--- src/clock_ctl_pkg.sv ---
// Package for the clock divider and sleep control block.
// Assumes a single master clock and an APB register port on the same clock.
package clock_ctl_pkg;

  // Register byte offsets on the APB port
  localparam logic [7:0] ADDR_TRIM    = 8'h00;
  localparam logic [7:0] ADDR_DIVIDER = 8'h04;
  localparam logic [7:0] ADDR_CORE    = 8'h08;
  localparam logic [7:0] ADDR_STATUS  = 8'h0c;

  // Field positions
  localparam int UNLOCK_BIT = 7;
  localparam int ARM_BIT    = 5;
  localparam int MODE_MSB   = 4;
  localparam int MODE_LSB   = 3;
  localparam int SELECT_MSB = 3;

  // Values after reset, and the highest select code
  localparam logic [7:0]  TRIM_RESET     = 8'h00;
  localparam logic [3:0]  SEL_DIV1       = 4'h0;
  localparam logic [3:0]  SEL_DIV8       = 4'h3;
  localparam logic [3:0]  SEL_MAX        = 4'h8;
  localparam logic [7:0]  COUNT_RESET    = 8'h00;
  localparam logic [15:0] WAIT_RESET     = 16'h0000;

  // Cycle counts
  localparam logic [2:0]  UNLOCK_CYCLES       = 3'h4;
  localparam logic [15:0] WAKE_HALT_CYCLES    = 16'h0004;
  localparam logic [15:0] STANDBY_WAKE_CYCLES = 16'h0006;
  localparam logic [15:0] STANDBY_STARTUP     = STANDBY_WAKE_CYCLES - WAKE_HALT_CYCLES;

  // Sleep modes as held in the core control register
  typedef enum logic [1:0] {
    MODE_IDLE       = 2'h0,
    MODE_ADC_QUIET  = 2'h1,
    MODE_POWER_DOWN = 2'h2,
    MODE_STANDBY    = 2'h3
  } sleep_mode_t;

  // Sleep sequencer states, Gray coded along run, sleep, start-up, halt
  typedef enum logic [1:0] {
    ST_RUN     = 2'h0,
    ST_SLEEP   = 2'h1,
    ST_STARTUP = 2'h3,
    ST_HALT    = 2'h2
  } sleep_state_t;

  // Clock enables towards the clock tree; osc is a level, the rest pulses
  typedef struct packed {
    logic osc;
    logic adc;
    logic io;
    logic flash;
    logic cpu;
  } clock_gates_t;

  // Wake requests from the interrupt logic, same clock
  typedef struct packed {
    logic any_irq;
    logic adc_irq;
    logic mem_ready_irq;
    logic watchdog_irq;
    logic external_interrupt_zero_level_mode;
  } wake_irq_t;

endpackage

--- src/clock_divider_and_sleep_control.sv ---
// Clock divider, oscillator trim and sleep sequencer with an APB register port.
// Assumes pclk is the undivided master clock and straps are stable at reset.
//
// Decided for this implementation: the register addresses and the APB interface to the registers.
`timescale 1ns/100ps
`default_nettype none

module clock_divider_and_sleep_control #(
  parameter logic [15:0] POWERDOWN_STARTUP = 16'h0102
) (
  input  wire logic                        pclk,
  input  wire logic                        presetn,
  input  wire logic                        psel,
  input  wire logic                        penable,
  input  wire logic                        pwrite,
  input  wire logic [7:0]                  paddr,
  input  wire logic [31:0]                 pwdata,
  output logic      [31:0]                 prdata,
  output logic                             pready,
  output logic                             pslverr,
  input  wire logic [7:0]                  factory_trim,
  input  wire logic                        start_divide_by_eight_fuse,
  input  wire logic                        crystal_source,
  input  wire logic                        adc_enabled,
  input  wire logic                        sleep_instr,
  input  wire clock_ctl_pkg::wake_irq_t    wake_irq,
  input  wire logic                        external_interrupt_zero,
  input  wire logic                        pin_change,
  output logic      [7:0]                  oscillator_trim,
  output logic                             sys_clk_en,
  output clock_ctl_pkg::clock_gates_t      clk_en,
  output logic                             adc_start,
  output logic                             sleeping,
  output logic                             core_resume
);

  // Register state
  logic [7:0]                 next_oscillator_trim;
  logic                       sleep_arm;
  logic                       next_sleep_arm;
  clock_ctl_pkg::sleep_mode_t sleep_mode_select;
  clock_ctl_pkg::sleep_mode_t next_sleep_mode_select;
  logic                       straps_loaded;
  logic                       next_straps_loaded;
  logic [31:0]                next_prdata;
  logic                       next_pready;
  logic                       next_pslverr;
  logic                       bus_write;

  // Divider state
  logic                       divider_unlock;
  logic                       next_divider_unlock;
  logic [2:0]                 unlock_count;
  logic [2:0]                 next_unlock_count;
  logic [3:0]                 divider_select;
  logic [3:0]                 next_divider_select;
  logic [3:0]                 active_select;
  logic [3:0]                 next_active_select;
  logic [7:0]                 div_count;
  logic [7:0]                 next_div_count;
  logic                       next_sys_clk_en;

  // Sleep state
  clock_ctl_pkg::sleep_state_t state;
  clock_ctl_pkg::sleep_state_t next_state;
  clock_ctl_pkg::sleep_mode_t  active_mode;
  clock_ctl_pkg::sleep_mode_t  next_active_mode;
  logic [15:0]                 wait_count;
  logic [15:0]                 next_wait_count;
  logic                        next_adc_start;
  logic                        next_core_resume;
  logic                        next_sleeping;
  clock_ctl_pkg::clock_gates_t gates_on;
  clock_ctl_pkg::clock_gates_t next_clk_en;
  logic                        wake_hit;

  // Pin synchronisers
  logic [1:0]                  pin_meta;
  logic [1:0]                  pin_sync;

  // Divide limit for a select code; reserved codes run at the slowest rate
  function automatic logic [7:0] div_limit(input logic [3:0] sel);
    logic [8:0] full;
    full = 9'h000;
    if (sel > clock_ctl_pkg::SEL_MAX)
    begin
      full = 9'h100;
    end
    else
    begin
      full = 9'h001 << sel;
    end
    div_limit = 8'(full - 9'h001);
  endfunction

  // Start-up wait for the mode being left
  function automatic logic [15:0] startup_len(input clock_ctl_pkg::sleep_mode_t mode);
    logic [15:0] len;
    len = clock_ctl_pkg::WAIT_RESET;
    if (mode == clock_ctl_pkg::MODE_POWER_DOWN)
    begin
      len = POWERDOWN_STARTUP;
    end
    else if (mode == clock_ctl_pkg::MODE_STANDBY)
    begin
      len = clock_ctl_pkg::STANDBY_STARTUP;
    end
    startup_len = len;
  endfunction

  // Read data decode
  function automatic logic [31:0] read_reg(input logic [7:0] addr,
                                           input logic [7:0] trim,
                                           input logic [7:0] divider,
                                           input logic [7:0] core,
                                           input logic [7:0] status);
    logic [31:0] data;
    data = 32'h0000_0000;
    if (addr == clock_ctl_pkg::ADDR_TRIM)
    begin
      data = {24'h00_0000, trim};
    end
    else if (addr == clock_ctl_pkg::ADDR_DIVIDER)
    begin
      data = {24'h00_0000, divider};
    end
    else if (addr == clock_ctl_pkg::ADDR_CORE)
    begin
      data = {24'h00_0000, core};
    end
    else if (addr == clock_ctl_pkg::ADDR_STATUS)
    begin
      data = {24'h00_0000, status};
    end
    read_reg = data;
  endfunction

  // Two flip-flops on the asynchronous wake pins
  always_ff @(posedge pclk or negedge presetn)
  begin
    if (!presetn)
    begin
      pin_meta <= 2'h0;
      pin_sync <= 2'h0;
    end
    else
    begin
      pin_meta <= {pin_change, external_interrupt_zero};
      pin_sync <= pin_meta;
    end
  end

  assign bus_write = psel && penable && pready && pwrite;

  // APB slave: one-cycle answer, trim and core control registers
  always_comb
  begin
    logic mapped;
    mapped                 = (paddr == clock_ctl_pkg::ADDR_TRIM) || (paddr == clock_ctl_pkg::ADDR_DIVIDER) ||
                             (paddr == clock_ctl_pkg::ADDR_CORE) || (paddr == clock_ctl_pkg::ADDR_STATUS);
    next_oscillator_trim   = oscillator_trim;
    next_sleep_arm         = sleep_arm;
    next_sleep_mode_select = sleep_mode_select;
    next_straps_loaded     = 1'b1;
    next_pready            = psel && !penable;
    next_pslverr           = psel && !penable && !mapped;
    next_prdata            = prdata;
    if (psel && !penable)
    begin
      next_prdata = read_reg(paddr, oscillator_trim,
                             {divider_unlock, 3'h0, divider_select},
                             {2'h0, sleep_arm, sleep_mode_select, 3'h0},
                             {active_select, active_mode, state});
    end
    if (!straps_loaded)
    begin
      next_oscillator_trim = factory_trim;
    end
    else if (bus_write && paddr == clock_ctl_pkg::ADDR_TRIM)
    begin
      next_oscillator_trim = pwdata[7:0];
    end
    if (bus_write && paddr == clock_ctl_pkg::ADDR_CORE)
    begin
      next_sleep_arm         = pwdata[clock_ctl_pkg::ARM_BIT];
      next_sleep_mode_select = clock_ctl_pkg::sleep_mode_t'(pwdata[clock_ctl_pkg::MODE_MSB:clock_ctl_pkg::MODE_LSB]);
    end
  end

  // Register and bus flip-flops; sleep never touches them
  always_ff @(posedge pclk or negedge presetn)
  begin
    if (!presetn)
    begin
      oscillator_trim   <= clock_ctl_pkg::TRIM_RESET;
      sleep_arm         <= 1'b0;
      sleep_mode_select <= clock_ctl_pkg::MODE_IDLE;
      straps_loaded     <= 1'b0;
      prdata            <= 32'h0000_0000;
      pready            <= 1'b0;
      pslverr           <= 1'b0;
    end
    else
    begin
      oscillator_trim   <= next_oscillator_trim;
      sleep_arm         <= next_sleep_arm;
      sleep_mode_select <= next_sleep_mode_select;
      straps_loaded     <= next_straps_loaded;
      prdata            <= next_prdata;
      pready            <= next_pready;
      pslverr           <= next_pslverr;
    end
  end

  // Unlock window, select field and the master clock divider
  always_comb
  begin
    logic div_write;
    logic unlock_pattern;
    div_write           = bus_write && paddr == clock_ctl_pkg::ADDR_DIVIDER;
    unlock_pattern      = pwdata[7:0] == 8'h80;
    next_divider_unlock = divider_unlock;
    next_unlock_count   = unlock_count;
    next_divider_select = divider_select;
    next_active_select  = active_select;
    next_div_count      = div_count + 8'h01;
    next_sys_clk_en     = 1'b0;
    if (divider_unlock)
    begin
      next_unlock_count = unlock_count + 3'h1;
      if (next_unlock_count == clock_ctl_pkg::UNLOCK_CYCLES)
      begin
        next_divider_unlock = 1'b0;
      end
    end
    if (div_write)
    begin
      if (unlock_pattern && !divider_unlock)
      begin
        next_divider_unlock = 1'b1;
        next_unlock_count   = 3'h0;
      end
      else if (divider_unlock && !pwdata[clock_ctl_pkg::UNLOCK_BIT])
      begin
        next_divider_select = pwdata[clock_ctl_pkg::SELECT_MSB:0];
        next_divider_unlock = 1'b0;
      end
    end
    // Rewriting the unlock pattern while open falls through unchanged
    if (!straps_loaded)
    begin
      next_divider_select = start_divide_by_eight_fuse ? clock_ctl_pkg::SEL_DIV8 : clock_ctl_pkg::SEL_DIV1;
      next_active_select  = next_divider_select;
      next_div_count      = clock_ctl_pkg::COUNT_RESET;
    end
    else if (div_count >= div_limit(active_select))
    begin
      next_sys_clk_en    = 1'b1;
      next_div_count     = clock_ctl_pkg::COUNT_RESET;
      next_active_select = divider_select;
    end
  end

  // Divider flip-flops
  always_ff @(posedge pclk or negedge presetn)
  begin
    if (!presetn)
    begin
      divider_unlock <= 1'b0;
      unlock_count   <= 3'h0;
      divider_select <= clock_ctl_pkg::SEL_DIV1;
      active_select  <= clock_ctl_pkg::SEL_DIV1;
      div_count      <= clock_ctl_pkg::COUNT_RESET;
      sys_clk_en     <= 1'b0;
    end
    else
    begin
      divider_unlock <= next_divider_unlock;
      unlock_count   <= next_unlock_count;
      divider_select <= next_divider_select;
      active_select  <= next_active_select;
      div_count      <= next_div_count;
      sys_clk_en     <= next_sys_clk_en;
    end
  end

  // Wake sources allowed in the mode in force
  always_comb
  begin
    logic ext_level;
    ext_level = (pin_sync[0] && wake_irq.external_interrupt_zero_level_mode) || pin_sync[1];
    wake_hit  = 1'b0;
    case (active_mode)
      clock_ctl_pkg::MODE_IDLE:
      begin
        wake_hit = wake_irq.any_irq || pin_sync[0] || pin_sync[1];
      end
      clock_ctl_pkg::MODE_ADC_QUIET:
      begin
        wake_hit = wake_irq.adc_irq || wake_irq.mem_ready_irq || wake_irq.watchdog_irq || ext_level;
      end
      default:
      begin
        wake_hit = wake_irq.watchdog_irq || ext_level;
      end
    endcase
  end

  // Sleep sequencer and clock gating
  always_comb
  begin
    next_state       = state;
    next_active_mode = active_mode;
    next_wait_count  = wait_count;
    next_adc_start   = 1'b0;
    next_core_resume = 1'b0;
    gates_on         = 5'b11111;
    case (state)
      clock_ctl_pkg::ST_RUN:
      begin
        if (sleep_instr && sleep_arm)
        begin
          next_state       = clock_ctl_pkg::ST_SLEEP;
          gates_on.cpu     = 1'b0;
          gates_on.flash   = 1'b0;
          next_active_mode = sleep_mode_select;
          if (sleep_mode_select == clock_ctl_pkg::MODE_STANDBY && !crystal_source)
          begin
            next_active_mode = clock_ctl_pkg::MODE_POWER_DOWN;
          end
          next_adc_start = adc_enabled && !sleep_mode_select[1];
        end
      end
      clock_ctl_pkg::ST_SLEEP:
      begin
        gates_on.cpu   = 1'b0;
        gates_on.flash = 1'b0;
        gates_on.io    = active_mode == clock_ctl_pkg::MODE_IDLE;
        gates_on.adc   = !active_mode[1];
        gates_on.osc   = active_mode != clock_ctl_pkg::MODE_POWER_DOWN;
        next_wait_count = clock_ctl_pkg::WAIT_RESET;
        if (wake_hit)
        begin
          next_state = (startup_len(active_mode) == clock_ctl_pkg::WAIT_RESET) ?
                       clock_ctl_pkg::ST_HALT : clock_ctl_pkg::ST_STARTUP;
        end
      end
      clock_ctl_pkg::ST_STARTUP:
      begin
        gates_on        = 5'b10000;
        next_wait_count = wait_count + 16'h0001;
        if (next_wait_count >= startup_len(active_mode))
        begin
          next_state      = clock_ctl_pkg::ST_HALT;
          next_wait_count = clock_ctl_pkg::WAIT_RESET;
        end
      end
      default:
      begin
        gates_on.cpu    = 1'b0;
        gates_on.flash  = 1'b0;
        next_wait_count = wait_count + 16'h0001;
        if (next_wait_count >= clock_ctl_pkg::WAKE_HALT_CYCLES)
        begin
          next_state       = clock_ctl_pkg::ST_RUN;
          next_wait_count  = clock_ctl_pkg::WAIT_RESET;
          next_core_resume = 1'b1;
        end
      end
    endcase
    next_sleeping   = next_state != clock_ctl_pkg::ST_RUN;
    next_clk_en     = gates_on & {1'b1, {4{next_sys_clk_en}}};
  end

  // Sequencer flip-flops; reset returns to run at once
  always_ff @(posedge pclk or negedge presetn)
  begin
    if (!presetn)
    begin
      state       <= clock_ctl_pkg::ST_RUN;
      active_mode <= clock_ctl_pkg::MODE_IDLE;
      wait_count  <= clock_ctl_pkg::WAIT_RESET;
      adc_start   <= 1'b0;
      core_resume <= 1'b0;
      sleeping    <= 1'b0;
      clk_en      <= 5'b00000;
    end
    else
    begin
      state       <= next_state;
      active_mode <= next_active_mode;
      wait_count  <= next_wait_count;
      adc_start   <= next_adc_start;
      core_resume <= next_core_resume;
      sleeping    <= next_sleeping;
      clk_en      <= next_clk_en;
    end
  end

endmodule

`default_nettype wire

--- config.mk ---
export PLATFORM = sky130hd
export DESIGN_NAME = clock_divider_and_sleep_control
export DESIGN_NICKNAME = d
export VERILOG_FILES = /design/src/clock_ctl_pkg.sv /design/src/clock_divider_and_sleep_control.sv
export SDC_FILE = /design/constraint.sdc
export NUM_CORES = 1
export LEC_CHECK = 0
export BUFFER_PORTS_ARGS = -buffer_cell sky130_fd_sc_hd__buf_2
export CELL_PAD_IN_SITES_DETAIL_PLACEMENT = 0
export CELL_PAD_IN_SITES_GLOBAL_PLACEMENT = 1
export CORE_MARGIN = 4
export CORE_UTILIZATION = 39
export DETAILED_ROUTE_END_ITERATION = 12
export GPL_ROUTABILITY_DRIVEN = 1
export PLACE_DENSITY = 0.81
export SLEW_MARGIN = 20
export SYNTH_ARGS = -nofsm -noshare
export SYNTH_HDL_FRONTEND = slang
export SYNTH_SLANG_ARGS = --single-unit
--- constraint.sdc ---
create_clock -name pclk -period 4.3 [get_ports pclk]
set_clock_uncertainty 0.2 [all_clocks]
set_input_delay 0.645 -clock pclk [delete_from_list [all_inputs] [get_ports pclk]]
set_output_delay 0.645 -clock pclk [all_outputs]
set_load 0.01 [all_outputs]
==> results of run 1 <==
==> area by class of cell <==
| class | count | area [um2] |
|---|---|---|
| Fill cell | 1004 | 5683 |
| Multi-Input combinational cell | 318 | 2014 |
| Sequential cell | 74 | 1852 |
| Timing Repair Buffer | 68 | 347.8 |
| Tap cell | 136 | 170.2 |
| Clock buffer | 9 | 123.9 |
| Clock inverter | 7 | 83.83 |
| Inverter | 13 | 48.80 |
==> power breakdown <==
| part | internal, W | switching [W] |
|---|---|---|
| Clock | 0.000278 | 0.000298 |
| Combinational | 0.000202 | 0.000252 |
| Sequential | 0.000756 | 0.0000860 |
| Total | 0.00124 | 0.000636 |
==> worst max-delay path: stages (launching register included) <==
cell and delay [ns]:
dfrtp_1 0.50, or4_1 0.59, ha_1 0.28, nor3_1 0.21
mux2i_1 0.11, nor2_1 0.09, a21oi_1 0.06, ha_1 0.19
a2111oi_0 0.41, o21a_1 0.28, o21ai_1 0.24, nor2_1 0.22
==> placed cells by master, fill, tap and decap left out, drive strengths merged, types with 7 or more instances in the layout <==
cell type | synthesis | layout
and2 | 9 | 9
xnor2 | 8 | 8
conb | 2 | 25
nand2 | 34 | 34
dfrtp | 74 | 74
nor3 | 8 | 8
o21ai | 21 | 21
buf | 31 | 68
nor2 | 41 | 41
nand4 | 7 | 7
mux2i | 18 | 18
and3 | 8 | 8
a21oi | 23 | 23
clkbuf | 18 | 9
nand3 | 14 | 14
a21o | 8 | 8
inv | 13 | 16
ha | 14 | 14
==> cells by family after synthesis <==
kind of cell               after synthesis
DFF                                     74
other                                    2
adders and majority gates               14
AOI/OAI and AO/OA                       89
xor gates and xnor gates                13
and+or+nand+nor                        153
buffers and inverters                   62
muxes                                   24
==> stage by stage <==
stage                     hold WS [ns]  instance area, um2
after floorplan                 0.1312                4208
after global placement          0.1357                4433
after detailed placement        0.1386                4433
after CTS                       0.1568                4641
after global routing            0.1708                4641
final                           0.1560                4641
==> metal layers <==
metal / share of wire / routed length [um]
met4: 0.013 / 125
met2: 0.46 / 4311
met1: 0.47 / 4370
met5: 0 / 0
met3: 0.051 / 474
==> cells in the mapped netlist (all sizes together) (4+ instances only) <==
master,instances
nand2b,5
nand4,7
a21oi,23
ha,14
nor3,8
mux2,5
nor4b,4
mux2i,18
a21o,8
nand3,14
inv,13
clkbuf,18
nor4,4
xnor2,8
nand2,34
dfrtp,74
nor2,41
o21ai,21
and2,9
and4,4
or3,5
buf,31
and3,8
nor2b,4
a22oi,5
xor2,5
==> final timing paths <==
check | startpoint | to | slack [ns] | cells after the start
max in group asynchronous | presetn | wait_count[2] | 3.04 | 1
max | active_select[2] | div_count[7] | 0.82 | 11
min reg2reg | pin_meta[0] | pin_sync[0] | 0.16 | 0
min in group asynchronous | presetn | pin_meta[0] | 0.22 | 1
min | pin_meta[0] | pin_sync[0] | 0.16 | 0
max reg2reg | active_select[2] | div_count[7] | 0.82 | 11
==> sequential cells by signal, indices dropped and copies added, names as in the netlist <==
signal,count
clk_en,4
sleep_arm,1
active_select,4
oscillator_trim,8
state,2
wait_count,16
divider_unlock,1
active_mode,2
div_count,8
pready,1
pslverr,1
divider_select,4
sys_clk_en,1
core_resume,1
straps_loaded,1
pin_sync,2
sleep_mode_select,2
pin_meta,2
adc_start,1
prdata,8
unlock_count,3
sleeping,1
==> reports/results.tsv, run 1 <==
stage	metric	value	unit
worst_setup_path	Critical Setup Path Class	reg -> reg	
yosys	xor and xnor fraction of the mapped netlist area	0.02763	
yosys	Seq/Total Area, Yosys	0.4493	
cells_and_area	Syn-to-layout area delta	12.60	%
cells_and_area	n_diodes	0	
detailed_routing	vias per inst	5.178	
global_routing	total grt overflow	0	
yosys	top cell type's share of synthesized area	0.4493	
pwr	power density cells	403.5	mW/mm2
floorplan	Die Wd	110.8	um
yosys	Yosys top cell by area	dfrtp_1	
worst_setup_path	CP arrival	3.54	ns
detailed_routing	remaining antenna violation count after routing	0	
yosys	Syn Std Cell Area	0.004121	mm2
cts	hold_buf cts	0	
pwr	Leak	2.225	nW
yosys	Synth Warn #	0	
global_routing	vias in the first global route	3122	
global_routing	first-pass GRT wire length	15700	um
detailed_routing	1st-iter DRT viols	164	
yosys	post-synthesis mux area share	0.06284	
yosys	Synth area leaders	dfrtp_1 (45%), buf_4 (4.7%), mux2i_1 (4.4%)	
placement	DP Cell Count	609	
cts	cts bufs inserted	9	
timing	actual slew at the worst max-slew pin	0.9443	ns
timing	Fmax	287.6	MHz
placement	GP Congestion	0.7865	
yosys	Mapped Cells	431	
detailed_routing	DR pass1 iterations	4	
timing	TNS Setup	0	ns
global_routing	gr busiest metal	met2	
yosys	Seq cells post-synth	74	
worst_setup_path	startpoint types	flop	
cts	H-tree depth reported by CTS	3	
yosys	post-synthesis compound-gate area fraction	0.1415	
yosys	FFs w/ async S/R, synth	1.000	
placement	Setup WS pre-CTS	0.8546	ns
cts	Resized Gates After CTS	0	
global_routing	pin count of the biggest net entering global routing	75	
detailed_routing	DRC	0	
cells_and_area	fin cells	625	
yosys	Synth Area in Adders	0.04250	
pwr	maximum vdd drop	0.1935	mV
yosys	Netlist cell types	58	
placement	PortBufs	66	
min_path	Hold Crit Class	reg -> reg	
detailed_routing	per-cell routed wire length	14.85	um
yosys	Post-synth EDFFs	0	
floorplan	core footprint	0.01032	mm2
timing	Setup WS post-layout	0.8233	ns
cells_and_area	nets@finish	562	
cts	TritonCTS clock tree	done	
yosys	combinational family with the most area after synthesis	simple AND/OR/NAND/NOR gates	
detailed_routing	routed via count	3236	
yosys	dominant synthesized flop cell	dfrtp_1	
cts	root buffer cell	clkbuf_8	
timing	final setup fails	0	
pwr	Total Power	0.001873	W
cells_and_area	utilization after layout	0.4495	
job	# Max-Cap Violations	0	
detailed_routing	final wirelength	9282	um
global_routing	grt met3 use	0.03657	
worst_setup_path	data required time of the worst path	4.37	ns
placement	placed wire-length estimate	6654	um
cts	Clock Sinks	74	
timing	Max Slew Vio Count	0	
yosys	simple-gate share of the synthesized area	0.1916	
cts	clk buf depth	2	
global_routing	GR Layer Usage met1	0.2133	
global_routing	met2 Usage GRT	0.2367	
floorplan	row count	37	
worst_setup_path	Crit. End Element	flop	
worst_setup_path	highest net fanout along the worst path	10	
cells_and_area	layout cell share with drive strength beyond 1	0.1984	
timing	Slew HR	0.3704	
timing	fin crit period	3.477	ns
status	status	finished clean	
cts	Setup Buffers After CTS	0	
floorplan	Die Footprint	0.01228	mm2
timing	Hold Fails Final Rpt	0	
global_routing	Total GRT Usage	0.1536	
floorplan	Initial Utilization	0.3992	
global_routing	antenna violations before repair	0	
floorplan	Ports	115	
yosys	syn avg cell area	9.563	um2
cts	clock latency on the worst-skew pair	0.35	ns
cts	clk slew on worst S/H paths	0.08	ns
timing	period utilization	0.8085	
floorplan	die height	110.8	um
timing	RSZ-0062 raised after global routing	false	
Note: power is estimated with default switching activity, not from simulation.
==> inputs of run 2 (changes only) <==
==> constraint.sdc (replaced) <==
create_clock -name pclk -period 3.5 [get_ports pclk]
set_clock_uncertainty 0.2 [all_clocks]
set_input_delay 0.525 -clock pclk [delete_from_list [all_inputs] [get_ports pclk]]
set_output_delay 0.525 -clock pclk [all_outputs]
set_load 0.01 [all_outputs]
==> reports/results.tsv, run 2 (synthesis gave the netlist of run 1 again) <==
stage	metric	value	unit	change
global_routing	grt met3 use	0.03821		+0.001638
cells_and_area	Largest Register	wait_count		
pwr	Total Power	0.002317	W	+24%
worst_setup_path	cells along the critical path	or4_1, ha_1, nor3_1, mux2i_1, nor2_1, a21oi_1, ha_1, a2111oi_0, o21a_1, nor2_1, and4_1		
worst_setup_path	Critical R2R Launch	active_select[2]		
floorplan	core footprint	0.01032	mm2	unchanged
global_routing	antenna violations before repair	0		unchanged
cts	Clock Sinks	74		unchanged
timing	final setup fails	0		unchanged
timing	RSZ-0062 raised after global routing	false		
cts	clock latency on the worst-skew pair	0.36	ns	about the same
cells_and_area	most frequent cells in the layout	dfrtp_1 (74), buf_2 (65), nor2_1 (41)		
timing	Max Slew Vio Count	0		unchanged
worst_setup_path	crit-path leading delay family	simple AND/OR/NAND/NOR gates		
placement	placed wire-length estimate	6677	um	+0.35%
worst_setup_path	startpoint types	flop		
timing	fin crit period	3.191	ns	-0.2855 ns
cts	H-tree depth reported by CTS	3		unchanged
floorplan	Die Footprint	0.01228	mm2	unchanged
cells_and_area	most common cell after layout, fill and taps aside	dfrtp_1		
floorplan	Ports	115		unchanged
worst_setup_path	data required time of the worst path	3.54	ns	-0.83 ns
pwr	Reg power frac	0.439		-0.011
detailed_routing	DR pass1 iterations	4		unchanged
worst_setup_path	Crit. End Element	flop		
timing	period utilization	0.9118		+0.1032
pwr	Leak	2.255	nW	+1.3%
timing	Fmax	313.4	MHz	+8.9%
cells_and_area	max FFs per register	16		unchanged
global_routing	GR Layer Usage met1	0.2126		-0.0007203
detailed_routing	final wirelength	9126	um	-1.7%
cts	TritonCTS clock tree	done		
global_routing	Total GRT Usage	0.1531		-0.0005338
cts	Resized Gates After CTS	0		unchanged
status	status	finished clean		
worst_setup_path	CP startpoint	active_select[2]		
worst_setup_path	Worst Path Buf+Inv	0		unchanged
placement	GP Congestion	0.8104		+3.0%
detailed_routing	vias per inst	5.155		-0.43%
timing	TNS Setup	0	ns	unchanged
timing	Slew HR	0.3715		+0.001070
floorplan	row count	37		unchanged
detailed_routing	1st-iter DRT viols	177		+7.9%
cts	clk buf depth	2		unchanged
cts	hold_buf cts	0		unchanged
global_routing	total grt overflow	0		unchanged
pwr	power density cells	494.6	mW/mm2	+23%
cts	Setup Buffers After CTS	0		unchanged
global_routing	pin count of the biggest net entering global routing	75		unchanged
placement	Post-DP Area	0.004478	mm2	+1.0%
min_path	Hold Crit Class	in -> reg		
job	# Max-Cap Violations	0		unchanged
cts	clk slew on worst S/H paths	0.08	ns	about the same
worst_setup_path	CP arrival	3.24	ns	-0.30 ns
detailed_routing	remaining antenna violation count after routing	0		unchanged
worst_setup_path	Critical Setup Path Class	reg -> reg		
detailed_routing	per-cell routed wire length	14.46	um	-2.6%
pwr	clock network power share	0.302		-0.006
global_routing	first-pass GRT wire length	15470	um	-1.5%
cts	root buffer cell	clkbuf_8		
pwr	Sw Share	0.3367		-0.002888
worst_setup_path	worst stage delay on the critical path	0.58	ns	about the same
cells_and_area	n_diodes	0		unchanged
min_path	min-delay src	pin_change		
detailed_routing	routed via count	3253		+0.53%
global_routing	met2 Usage GRT	0.2326		-0.004045
placement	PortBufs	66		unchanged
global_routing	vias in the first global route	3119		-0.096%
cts	cts bufs inserted	9		unchanged
cells_and_area	layout cell share with drive strength beyond 1	0.2081		+0.009717
floorplan	Die Wd	110.8	um	unchanged
timing	Hold Fails Final Rpt	0		unchanged
pwr	NetSw	0.0007803	W	+23%
cells_and_area	post-route cell area	0.004686	mm2	+0.97%
worst_setup_path	slowest cell on the critical path	or4_1		
cells_and_area	nets@finish	568		+1.1%
cells_and_area	Syn-to-layout area delta	13.69	%	
worst_setup_path	highest net fanout along the worst path	6		-4
floorplan	Initial Utilization	0.3992		unchanged
timing	actual slew at the worst max-slew pin	0.9427	ns	-0.001604 ns
detailed_routing	DRC	0		unchanged
floorplan	die height	110.8	um	unchanged
pwr	maximum vdd drop	0.2218	mV	+15%
global_routing	gr busiest metal	met2		
pwr	combinational share of power	0.260		+0.017
pwr	Int Power	0.001537	W	+24%
## run 2: changes by cell type in the layout (fill, tap and decap cells not counted)
cell / delta
buf_4: +6
## run 2: per-layer routing
layer / wire [um] / part of all wire
met1: 4326 / 0.47
met2: 4218 / 0.46
met3: 457 / 0.050
met4: 124 / 0.014
met5: 0 / 0
## run 2: worst register-to-register path, cell delays in order (launching register included)
cell	delay, ns
dfrtp_1	0.38
or4_1	0.58
ha_1	0.22
nor3_1	0.20
mux2i_1	0.13
nor2_1	0.10
a21oi_1	0.05
ha_1	0.18
a2111oi_0	0.38
o21a_1	0.27
nor2_1	0.16
and4_1	0.23
## run 2: area by class of cell
type | instances | area (um2)
Sequential cell | 74 | 1852
Tap cell | 136 | 170.2
Inverter | 13 | 48.80
Multi-Input combinational cell | 318 | 2014
Fill cell | 983 | 5638
Clock inverter | 7 | 83.83
Clock buffer | 9 | 123.9
Timing Repair Buffer | 74 | 392.9
## run 2: power groups by stage
| stage | combinational, W | clock [W] | sequential (W) |
|---|---|---|---|
| floorplan | 0.000445 | 0 | 0.00102 |
| global placement | 0.000588 | 0 | 0.00103 |
| detailed placement | 0.000600 | 0 | 0.00103 |
| CTS | 0.000607 | 0.000713 | 0.00102 |
| global route | 0.000695 | 0.000755 | 0.00103 |
| finish | 0.000601 | 0.000699 | 0.00102 |
## run 2: final timing paths
path                       cells after the start           endpoint  slack, ns
setup reg to reg                              11          clk_en[0]       0.31
hold / removal                                 1        pin_meta[1]       0.07
min in group asynchronous                      1        pin_meta[0]       0.10
hold reg to reg                                0        pin_sync[0]       0.16
setup / recovery                              11          clk_en[0]       0.31
max in group asynchronous                      1  divider_select[2]       2.38
## run 2: through the flow
stage | hold WS, ns | instances | setup WS [ns] | util
final | 0.07345 | 631 | 0.3088 | 0.4539
after CTS | 0.06009 | 631 | 0.2927 | 0.4539
after floorplan | 0.02941 | 454 | 0.3546 | -
after detailed placement | 0.1371 | 615 | 0.3581 | 0.4338
after global placement | 0.1333 | 615 | 0.3908 | 0.4338
after global routing | 0.05612 | 631 | 0.03395 | 0.4539
==> inputs of run 3 (changes only) <==
--- a/config.mk
+++ b/config.mk
@@ -12,6 +12,7 @@
 export CORE_UTILIZATION = 39
 export DETAILED_ROUTE_END_ITERATION = 12
 export GPL_ROUTABILITY_DRIVEN = 1
+export HOLD_SLACK_MARGIN = 0.15
 export PLACE_DENSITY = 0.81
 export SLEW_MARGIN = 20
 export SYNTH_ARGS = -nofsm -noshare
==> reports/results.tsv, run 3 (synthesis gave the netlist of run 1 again) <==
stage	metric	value	unit	change
cells_and_area	nets@finish	571		+0.53%
detailed_routing	routed via count	3263		+0.31%
min_path	Hold Crit Class	reg -> reg		
timing	Slew HR	0.3714		about the same
pwr	Int Power	0.001539	W	+0.15%
timing	TNS Setup	0	ns	unchanged
placement	placed wire-length estimate	6677	um	unchanged
worst_setup_path	CP arrival	3.24	ns	about the same
pwr	power density cells	491.7	mW/mm2	-0.57%
detailed_routing	per-cell routed wire length	14.35	um	-0.75%
worst_setup_path	CP startpoint	active_select[2]		
min_path	Hold Path Cell Cnt	0		-1
placement	DP Cell Count	615		unchanged
worst_setup_path	data required time of the worst path	3.55	ns	about the same
cells_and_area	most frequent cells in the layout	dfrtp_1 (74), buf_2 (65), nor2_1 (41)		
cells_and_area	most common cell after layout, fill and taps aside	dfrtp_1		
cells_and_area	max FFs per register	16		unchanged
cells_and_area	Largest Register	wait_count		
status	status	finished clean		
global_routing	Total GRT Usage	0.1532		about the same
worst_setup_path	Critical R2R Launch	active_select[2]		
cts	clk buf depth	2		unchanged
min_path	worst hold endpoint	pin_sync[0]		
timing	Max Slew Vio Count	0		unchanged
pwr	clock network power share	0.301		about the same
cells_and_area	layout cell share with drive strength beyond 1	0.2068		-0.001253
floorplan	Ports	115		unchanged
cells_and_area	Syn-to-layout area delta	14.42	%	
detailed_routing	DR pass1 iterations	4		unchanged
floorplan	Initial Utilization	0.3992		unchanged
floorplan	Die Wd	110.8	um	unchanged
timing	Setup WS post-layout	0.3066	ns	-0.002241 ns
timing	Hold Fails Final Rpt	0		unchanged
cts	TritonCTS clock tree	done		
cts	clock latency on the worst-skew pair	0.36	ns	about the same
detailed_routing	DRC	0		unchanged
global_routing	total grt overflow	0		unchanged
placement	Setup WS pre-CTS	0.3581	ns	unchanged
cells_and_area	n_diodes	0		unchanged
cts	root buffer cell	clkbuf_8		
cts	H-tree depth reported by CTS	3		unchanged
worst_setup_path	Crit. End Element	flop		
pwr	Leak	2.267	nW	+0.56%
cts	Clock Sinks	74		unchanged
cts	clk slew on worst S/H paths	0.08	ns	about the same
timing	actual slew at the worst max-slew pin	0.9429	ns	+0.0001720 ns
pwr	Reg power frac	0.438		about the same
cts	Resized Gates After CTS	0		unchanged
cells_and_area	utilization after layout	0.4568		+0.002909
cells_and_area	fin cells	634		+0.48%
cells_and_area	fillers	981		-0.20%
global_routing	vias in the first global route	3122		+0.096%
min_path	min-delay src	pin_meta[0]		
worst_setup_path	highest net fanout along the worst path	6		unchanged
placement	GP Congestion	0.8104		unchanged
timing	final setup fails	0		unchanged
cells_and_area	footprint of the multi-input gates	0.002014	mm2	unchanged
job	# Max-Cap Violations	0		unchanged
placement	PortBufs	66		unchanged
floorplan	row count	37		unchanged
timing	period utilization	0.9124		about the same
pwr	Sw Share	0.3361		-0.0005784
pwr	maximum vdd drop	0.2217	mV	about the same
pwr	NetSw	0.0007795	W	-0.11%
timing	Fmax	313.1	MHz	about the same
global_routing	first-pass GRT wire length	15490	um	+0.14%
worst_setup_path	Critical Setup Path Class	reg -> reg		
floorplan	core footprint	0.01032	mm2	unchanged
timing	fin crit period	3.193	ns	+0.002241 ns
detailed_routing	1st-iter DRT viols	161		-9.0%
global_routing	antenna violations before repair	0		unchanged
detailed_routing	final wirelength	9101	um	-0.27%
worst_setup_path	r2r endpoint	clk_en[0]		
worst_setup_path	R2R depth	11		unchanged
floorplan	die height	110.8	um	unchanged
timing	RSZ-0062 raised after global routing	false		
worst_setup_path	register-to-register setup slack	0.31	ns	about the same
pwr	combinational share of power	0.260		about the same
floorplan	Die Footprint	0.01228	mm2	unchanged
detailed_routing	remaining antenna violation count after routing	0		unchanged
cells_and_area	sequential cell area	0.001852	mm2	unchanged
global_routing	pin count of the biggest net entering global routing	75		unchanged
worst_setup_path	startpoint types	flop		
detailed_routing	vias per inst	5.147		-0.17%
cts	cts bufs inserted	9		unchanged
-- run 3: cell count changes in the layout (fill, tap and decap cells not counted), sizes merged --
| cell | before | now |
|---|---|---|
| dlygate4sd3 | 0 | 3 |
-- run 3: worst max-delay path, cell delays in order, from the launching register on --
cell and delay (ns):
dfrtp_1 0.38, or4_1 0.58, ha_1 0.22, nor3_1 0.20, mux2i_1 0.13, nor2_1 0.10
a21oi_1 0.05, ha_1 0.18, a2111oi_0 0.38, o21a_1 0.27, nor2_1 0.16, and4_1 0.23
-- run 3: power by group through the flow --
stage               Sequential, W  Clock, W  Combinational (W)
floorplan                 0.00102         0           0.000445
finish                    0.00102  0.000699           0.000604
global route              0.00103  0.000755           0.000698
global placement          0.00103         0           0.000588
detailed placement        0.00103         0           0.000600
CTS                       0.00102  0.000713           0.000610
-- run 3: stage by stage --
stage | hold WS [ns] | cell area [um2] | power, W
final | 0.1554 | 4716 | 0.002319
after CTS | 0.1559 | 4716 | 0.002340
after floorplan | 0.02941 | 4208 | 0.001460
after detailed placement | 0.1371 | 4478 | 0.001633
after global routing | 0.1767 | 4716 | 0.002484
after global placement | 0.1333 | 4478 | 0.001616
-- run 3: what timing repair did --
item | 4_1_cts | 5_1_grt
hold endpoints to repair | 3 | 0
hold buffers | 3 | 0
buffers inserted | 0 | 0
-- run 3: area by class of cell --
class                   instances  share of cell area
clock buffers                   9             0.02627
inverters                      13             0.01035
repair buffers                 77             0.08968
flip-flops and latches         74              0.3927
multi-input cells             318              0.4272
clock inverters                 7             0.01778
well taps                     136             0.03608
-- run 3: routing by layer --
layer  vias to the layer above  global-route usage  share of wire
li1                       1601                   -              -
met1                      1585              0.2130           0.48
met2                        67              0.2326           0.46
met3                        10             0.03821          0.048
met4                         0             0.05337          0.013
met5                         -                   0              0
-- run 3: worst max path at each step --
| stage | end | slack [ns] | depth (start not counted) |
|---|---|---|---|
| after floorplan | clk_en[0] | 0.35 | 12 |
| after global placement | clk_en[0] | 0.39 | 11 |
| after detailed placement | clk_en[0] | 0.36 | 11 |
| after CTS | div_count[4] | 0.29 | 11 |
| after global routing | clk_en[0] | 0.03 | 11 |
| final | clk_en[0] | 0.31 | 11 |
